===== src/rtl/uvp_regs.vh =====
// timing and code constants for the eprom programmer controller
`ifndef UVP_REGS_VH
`define UVP_REGS_VH

// clock rate in MHz
`define UVP_CLK_MHZ 250
// initial pulse, microseconds (nominal 1 ms)
`define UVP_INIT_PULSE_US 1000
// overprogram pulse per initial pulse, microseconds (3 ms)
`define UVP_OVER_PULSE_US 3000
// setup / hold times, microseconds
`define UVP_SETUP_US 2
// read access wait (access delay) in ns
`define UVP_ACCESS_NS 250
// gate release float time in ns
`define UVP_FLOAT_NS 130
// most initial pulses per byte
`define UVP_MAX_PULSES 25
// erased byte value
`define UVP_ERASED 8'hff
// cycles beyond the loaded count from a timer load request until the fsm acts on done
`define UVP_TIMER_LAG 32'h2

// command codes
`define UVP_CMD_READ 2'h0
`define UVP_CMD_PROG 2'h1
`define UVP_CMD_IDENT 2'h2

// answer status
`define UVP_ST_OK 2'h0
`define UVP_ST_FAIL 2'h1
`define UVP_ST_ZERO 2'h2

`endif


===== src/rtl/uvp_timer.v =====
// down counter that marks the end of a wait with a one-cycle pulse
`timescale 1ns/10ps
module uvp_timer #(
    parameter WIDTH = 32
) (
    // clock and reset
    input wire mclk,
    input wire arst_n,
    // control
    input wire load,
    input wire [WIDTH-1:0] count,
    // status
    output reg done
);
    reg [WIDTH-1:0] left;
    reg run;

    always @(posedge mclk or negedge arst_n) begin
        if (!arst_n) begin
            left <= {WIDTH{1'b0}};
            run <= 1'b0;
            done <= 1'b0;
        end else begin
            done <= 1'b0;
            if (load) begin
                left <= count;
                run <= 1'b1;
            end else if (run) begin
                if (left <= {{(WIDTH-1){1'b0}}, 1'b1}) begin
                    run <= 1'b0;
                    done <= 1'b1;
                end else begin
                    left <= left - {{(WIDTH-1){1'b0}}, 1'b1};
                end
            end
        end
    end
endmodule


===== src/rtl/uvp_ctrl.v =====
// pin-level controller that reads, identifies and programs a uv eprom
//
// Overview of operation
// device drives data only with select and gate
// data valid one gate delay after gate
// select high means standby, outputs floating
// select per device, gate shared from read strobe
// erased cells read one; program only clears
// raised supply, select and strobe low program
// no programming with select or strobe high
// verify: gate low, select low, strobe high
// identifier mode needs high voltage line
// byte select low maker, high device code
// other address lines low in identifier mode
// verify each pulse, fail after 25 pulses
// overprogram pulse three ms times pulse count
// initial strobe pulse about one millisecond
// overprogram pulse 2.85 to 78.75 ms
// pulses at raised supplies, final compare normal; code keeps supply raised through verify and does no final compare
// gate high in programming, device floats data
// read timing as delays, not clock cycles
`timescale 1ns/10ps
`include "uvp_regs.vh"
module uvp_ctrl #(
    parameter AW = 14,
    parameter MAX_PULSES = `UVP_MAX_PULSES,
    parameter INIT_CYC = `UVP_INIT_PULSE_US * `UVP_CLK_MHZ,
    parameter OVER_CYC = `UVP_OVER_PULSE_US * `UVP_CLK_MHZ,
    parameter SETUP_CYC = `UVP_SETUP_US * `UVP_CLK_MHZ,
    parameter ACCESS_CYC = (`UVP_ACCESS_NS * `UVP_CLK_MHZ + 999) / 1000,
    parameter FLOAT_CYC = (`UVP_FLOAT_NS * `UVP_CLK_MHZ + 999) / 1000
) (
    // clock and reset
    input wire mclk,
    input wire arst_n,
    // command port
    input wire cmd_valid,
    input wire [1:0] cmd_op,
    input wire [AW-1:0] cmd_addr,
    input wire [7:0] cmd_data,
    output reg cmd_ready,
    output reg rsp_valid,
    output reg [7:0] rsp_data,
    output reg [1:0] rsp_status,
    output reg [4:0] rsp_pulses,
    // eprom pins
    output reg [AW-1:0] addr,
    output reg chip_select_n,
    output reg output_gate_n,
    output reg program_strobe_n,
    output reg prog_supply_en,
    output reg id_high_voltage_en,
    input wire [7:0] data_in,
    output reg [7:0] data_out,
    output reg data_oe
);
    localparam S_IDLE = 4'h0;
    localparam S_RD_WAIT = 4'h1;
    localparam S_PG_SETUP = 4'h2;
    localparam S_PG_PULSE = 4'h3;
    localparam S_PG_HOLD = 4'h4;
    localparam S_VF_WAIT = 4'h5;
    localparam S_VF_CHECK = 4'h6;
    localparam S_OP_PULSE = 4'h7;
    localparam S_OP_HOLD = 4'h8;
    localparam S_DONE = 4'h9;
    localparam S_OP_SETUP = 4'ha;
    // strobe widths subtract the timer lag so pulses are exact
    localparam [31:0] TIMER_LAG = `UVP_TIMER_LAG;

    reg [3:0] state;
    reg [1:0] op;
    reg [7:0] wdata;
    reg [4:0] pulses;
    reg t_load;
    reg [31:0] t_count;
    wire t_done;

    uvp_timer #(.WIDTH(32)) u_timer (
        .mclk(mclk),
        .arst_n(arst_n),
        .load(t_load),
        .count(t_count),
        .done(t_done)
    );

    // id byte select is address bit 0; rest held low in id mode
    wire [AW-1:0] id_addr = {{(AW-1){1'b0}}, cmd_addr[0]};

    always @(posedge mclk or negedge arst_n) begin
        if (!arst_n) begin
            state <= S_IDLE;
            op <= `UVP_CMD_READ;
            wdata <= `UVP_ERASED;
            pulses <= 5'h00;
            t_load <= 1'b0;
            t_count <= 32'h0;
            cmd_ready <= 1'b0;
            rsp_valid <= 1'b0;
            rsp_data <= 8'h00;
            rsp_status <= `UVP_ST_OK;
            rsp_pulses <= 5'h00;
            addr <= {AW{1'b0}};
            chip_select_n <= 1'b1;
            output_gate_n <= 1'b1;
            program_strobe_n <= 1'b1;
            prog_supply_en <= 1'b0;
            id_high_voltage_en <= 1'b0;
            data_out <= 8'h00;
            data_oe <= 1'b0;
        end else begin
            t_load <= 1'b0;
            rsp_valid <= 1'b0;
            case (state)
            S_IDLE: begin
                // deselected: device in standby, floating
                chip_select_n <= 1'b1;
                output_gate_n <= 1'b1;
                program_strobe_n <= 1'b1;
                data_oe <= 1'b0;
                cmd_ready <= 1'b1;
                if (cmd_valid && cmd_ready) begin
                    cmd_ready <= 1'b0;
                    op <= cmd_op;
                    wdata <= cmd_data;
                    pulses <= 5'h00;
                    t_load <= 1'b1;
                    if (cmd_op == `UVP_CMD_PROG) begin
                        // gate high so device floats, then drive data
                        addr <= cmd_addr;
                        prog_supply_en <= 1'b1;
                        id_high_voltage_en <= 1'b0;
                        chip_select_n <= 1'b0;
                        data_out <= cmd_data;
                        data_oe <= 1'b1;
                        t_count <= SETUP_CYC;
                        state <= S_PG_SETUP;
                    end else begin
                        prog_supply_en <= 1'b0;
                        if (cmd_op == `UVP_CMD_IDENT) begin
                            addr <= id_addr;
                            id_high_voltage_en <= 1'b1;
                        end else begin
                            addr <= cmd_addr;
                            id_high_voltage_en <= 1'b0;
                        end
                        // per-device select plus shared read gate
                        chip_select_n <= 1'b0;
                        output_gate_n <= 1'b0;
                        t_count <= ACCESS_CYC;
                        state <= S_RD_WAIT;
                    end
                end
            end
            S_RD_WAIT: begin
                if (t_done) begin
                    rsp_data <= data_in;
                    rsp_status <= `UVP_ST_OK;
                    rsp_pulses <= 5'h00;
                    state <= S_DONE;
                end
            end
            S_PG_SETUP: begin
                if (t_done) begin
                    // select and strobe both low: byte accepted
                    program_strobe_n <= 1'b0;
                    pulses <= pulses + 5'h01;
                    t_load <= 1'b1;
                    t_count <= INIT_CYC - TIMER_LAG;
                    state <= S_PG_PULSE;
                end
            end
            S_PG_PULSE: begin
                if (t_done) begin
                    program_strobe_n <= 1'b1;
                    t_load <= 1'b1;
                    t_count <= SETUP_CYC;
                    state <= S_PG_HOLD;
                end
            end
            S_PG_HOLD: begin
                if (t_done) begin
                    // release data and take gate low in the same cycle to verify
                    data_oe <= 1'b0;
                    output_gate_n <= 1'b0;
                    t_load <= 1'b1;
                    t_count <= SETUP_CYC;
                    state <= S_VF_WAIT;
                end
            end
            S_VF_WAIT: begin
                if (t_done) begin
                    rsp_data <= data_in;
                    output_gate_n <= 1'b1;
                    t_load <= 1'b1;
                    t_count <= FLOAT_CYC + SETUP_CYC;
                    state <= S_VF_CHECK;
                end
            end
            S_VF_CHECK: begin
                if (t_done) begin
                    if (rsp_data == wdata) begin
                        // data set up ahead of the long pulse
                        data_oe <= 1'b1;
                        t_load <= 1'b1;
                        t_count <= SETUP_CYC;
                        state <= S_OP_SETUP;
                    end else if ((wdata & ~rsp_data) != 8'h00) begin
                        // a zero cannot become one without erasure
                        rsp_status <= `UVP_ST_ZERO;
                        state <= S_DONE;
                    end else if (pulses >= MAX_PULSES) begin
                        rsp_status <= `UVP_ST_FAIL;
                        state <= S_DONE;
                    end else begin
                        // retry: data set up again before the pulse
                        data_oe <= 1'b1;
                        t_load <= 1'b1;
                        t_count <= SETUP_CYC;
                        state <= S_PG_SETUP;
                    end
                end
            end
            S_OP_SETUP: begin
                if (t_done) begin
                    program_strobe_n <= 1'b0;
                    t_load <= 1'b1;
                    t_count <= OVER_CYC * pulses - TIMER_LAG;
                    state <= S_OP_PULSE;
                end
            end
            S_OP_PULSE: begin
                if (t_done) begin
                    program_strobe_n <= 1'b1;
                    t_load <= 1'b1;
                    t_count <= SETUP_CYC;
                    state <= S_OP_HOLD;
                end
            end
            S_OP_HOLD: begin
                if (t_done) begin
                    data_oe <= 1'b0;
                    rsp_status <= `UVP_ST_OK;
                    state <= S_DONE;
                end
            end
            S_DONE: begin
                rsp_valid <= 1'b1;
                rsp_pulses <= pulses;
                chip_select_n <= 1'b1;
                output_gate_n <= 1'b1;
                program_strobe_n <= 1'b1;
                prog_supply_en <= 1'b0;
                id_high_voltage_en <= 1'b0;
                data_oe <= 1'b0;
                state <= S_IDLE;
            end
            default: begin
                state <= S_IDLE;
            end
            endcase
        end
    end
endmodule


===== config.mk =====
export PLATFORM = sky130hd
export DESIGN_NAME = uvp_ctrl
export DESIGN_NICKNAME = d
export VERILOG_FILES = /design/src/rtl/uvp_timer.v /design/src/rtl/uvp_ctrl.v
export VERILOG_INCLUDE_DIRS = /design/src /design/src/rtl
export SDC_FILE = /design/constraint.sdc
export NUM_CORES = 1
export LEC_CHECK = 0
export ABC_AREA = 1
export BUFFER_PORTS_ARGS = -buffer_cell sky130_fd_sc_hd__buf_4
export CAP_MARGIN = 40
export CORE_MARGIN = 2
export CORE_UTILIZATION = 45
export DETAILED_ROUTE_END_ITERATION = 10
export GPL_ROUTABILITY_DRIVEN = 1
export SLEW_MARGIN = 10
export SYNTH_ARGS = -nofsm -noshare
export SYNTH_HDL_FRONTEND = slang
export SYNTH_SLANG_ARGS = --single-unit

===== constraint.sdc =====
create_clock -name mclk -period 7.7 [get_ports mclk]
set_clock_uncertainty 0.15 [all_clocks]
set_input_delay 1.155 -clock mclk [delete_from_list [all_inputs] [get_ports mclk]]
set_output_delay 1.155 -clock mclk [all_outputs]
set_load 0.05 [all_outputs]

==> flow_summary.toml <==
[synth]
ys_ff_latch = 122
synthTopCellsByArea = "dfrtp_1, nand2_1, ha_1"
yosys_warnings = 0
yosysTopAreaCellShare_pct = 32.6
async_flop_share_pct = 100
synth_common_cells = "nand2_1, inv_1, nor2_1"
syn_nets = 1281
ys_types = 48
synth_edf_count = 0
syn_avg_cell_area_um2 = 7.23
ys_seq_area_share_pct = 36.0
syn-cell-area_mm2 = 0.00853
yosysMostFrequentCell = "nand2_1"
synth_top_area_cell = "dfrtp_1"
synthesis.instances = 1180
ys.flop_type = "dfrtp_1"

[timing]
fin_ws_ps = 3680
relSlewSlack_pct = 54.6
maxSlewViolCount = 0
rsz0062_at_grt = "no"
period_minus_slack_ps = 4020
fmax_mhz = 249
min_period_over_period_pct = 52.2
tightest_slew_ps = 680
setup_viol = 0
finalHoldViolCount = 0
finalSetupTns_ps = 0

[setup_path]
cp.arrival_ps = 4170
reg2reg_depth = 19
cp.required_ps = 7850
crit_path_start_kind = "flop"
slowest_delay_ps = 500
cp-end-kind = "flop"
cp_cell_sequence = "inv_1 -> ha_1 -> inv_1 -> fa_1 -> inv_1 -> fa_1 -> inv_1 -> ha_1 -> nand2_1 -> nor2_1 -> nand3_1 -> nand4_1 -> nand2_1 -> inv_1 -> nand2_1 -> nor2_8 -> nand4_1 -> nand3_1 -> nand2_1"
crit_type = "reg -> reg"
crit_top_cell = "inv_1"
cp_slowest_cell = "fa_1"
crit_path_max_fanout = 7

[clocking]
cts_root_buf = "clkbuf_16"
clk_pin_slew_ps = 60
cts_buffer_depth = 2
cts_tree = "done"
htreeDepth = 4
cts_setup_buffers = 0
cts_hold_buf = 0
clk_latency_ps = 410
cts.sinks = 122
cts.repair.resized = 0
cts_buffers = 17

[floorplanning]
io_pins = 80
die_h_um = 142
start_util_pct = 45.7
rows = 50
die_x_um = 142
core-area_mm2 = 0.0186
die_area_mm2 = 0.0201

[pwr]
vdd_drop_max_mv = 0.241
leakage_nw = 5.41
p_per_area_mw_per_mm2 = 335

[place]
io_buffer_count = 79
gp_congestion = 0.891
detailedPlacementHpwl_mm = 16.0
dp_slack_ps = 3660

[finish]
regArea_mm2 = 0.00307
syn2layout_area_growth_pct = 16.7
drive_gt1_share_pct = 14.8
fin_nets = 1361
diodes = 0
multi_input_area_mm2 = 0.00471
num-fill-cells = 1867

[run_status]
outcome = "complete, no violations"

[routing]
first_pass_iters = 4
ant_nets = 0
post-route-drc-count = 0
wl_per_cell_um = 13.9
finalWirelength_mm = 21.0
via_count = 7629
via_per_inst = 5.06
drt_iter0_drc = 332

[global_route]
antenna_found_initial = 0
grt_max_degree = 53
grt_util_all_layers_pct = 21.6
grt_pass1_wl_mm = 35.2
grt_pass1_vias = 7193
grt_overflow_total = 0

[job]
cap_violations = 0

[min_path]
hp-class = "reg -> reg"
whs_path_depth = 2
## flip-flops by register name (all words and copies together) (netlist names)
| register | flops |
|---|---|
| u_timer.left | 32 |
| state | 4 |
| u_timer.run | 1 |
| addr | 14 |
| output_gate_n | 1 |
| prog_supply_en | 1 |
| rsp_valid | 1 |
| chip_select_n | 1 |
| cmd_ready | 1 |
| rsp_status | 2 |
| rsp_pulses | 5 |
| u_timer.done | 1 |
| id_high_voltage_en | 1 |
| rsp_data | 8 |
| data_oe | 1 |
| program_strobe_n | 1 |
| t_load | 1 |
| data_out | 8 |
| pulses | 5 |
| t_count | 25 |
| wdata | 8 |
## per-stage QoR
stage	hold slack [ps]	util [%]	power [mW]	cells	instance area, µm²
after floorplan	269	-	2.16	1180	8530
after global placement	295	50.1	2.54	1473	9340
after detailed placement	297	50.3	2.55	1475	9370
after CTS	315	53.4	3.36	1507	9950
after global routing	333	53.4	3.59	1507	9950
final	311	53.4	3.33	1507	9950
## power by group
part	internal (mW)	switching (mW)
Sequential	0.885	0.154
Clock	0.494	0.297
Combinational	0.469	1.03
## area by class of cell
type                    count  share of cell area, %
well taps                 234                   2.94
clock buffers              22                   4.66
multi-input cells         862                   47.3
repair buffers             84                   6.54
inverters                 173                   6.53
flip-flops and latches    122                   30.8
clock inverters            10                   1.17
## path summary, 6_finish.rpt
check | from | end | slack, ps
max | pulses[3]$_DFFE_PN0P_ | t_count[23]$_DFFE_PN0P_ | 3680
min in group asynchronous | arst_n | u_timer.left[29]$_DFFE_PN0P_ | 490
max in group asynchronous | arst_n | prog_supply_en$_DFFE_PN0P_ | 5620
min | t_count[2]$_DFFE_PN0P_ | t_count[2]$_DFFE_PN0P_ | 310
max reg2reg | pulses[3]$_DFFE_PN0P_ | t_count[23]$_DFFE_PN0P_ | 3680
min reg2reg | t_count[2]$_DFFE_PN0P_ | t_count[2]$_DFFE_PN0P_ | 310
## worst max-delay path: cells and delay by family (launching register included)
family                     cells  cell delay, ps
buffers and inverters          5             390
DFF                            1             480
adders and majority gates      4            1690
and+or+nand+nor               10            1210
## metal layers
| metal | track usage, % | wire (µm) | up-vias |
|---|---|---|---|
| met5 | 0 | 0 | - |
| met4 | 5.74 | 314 | 0 |
| met3 | 3.07 | 479 | 21 |
| met2 | 34.4 | 9690 | 106 |
| met1 | 30.9 | 10500 | 3536 |
| li1 | - | - | 3966 |
## cell families (layout without fill, tap and decap cells)
family	after synthesis	after routing	share of synthesized area, %
buffers and inverters	196	289	8.76
xor gates and xnor gates	15	15	1.54
AOI/OAI and AO/OA	172	172	11.3
and+or+nand+nor	609	609	31.9
adders and majority gates	66	66	10.6
DFF	122	122	36.0
## cell usage in the layout, fill, tap and decap left out, types with 15 or more instances in the layout
master and n:
a21oi_1 43, nand4_1 19, nand2_1 309, clkbuf_16 17, dfrtp_1 111, o21ai_0 77
ha_1 56, nor2_2 15, nor2_1 130, inv_1 159, nand3_1 84, buf_4 83
(Power assumes the default switching activity.)
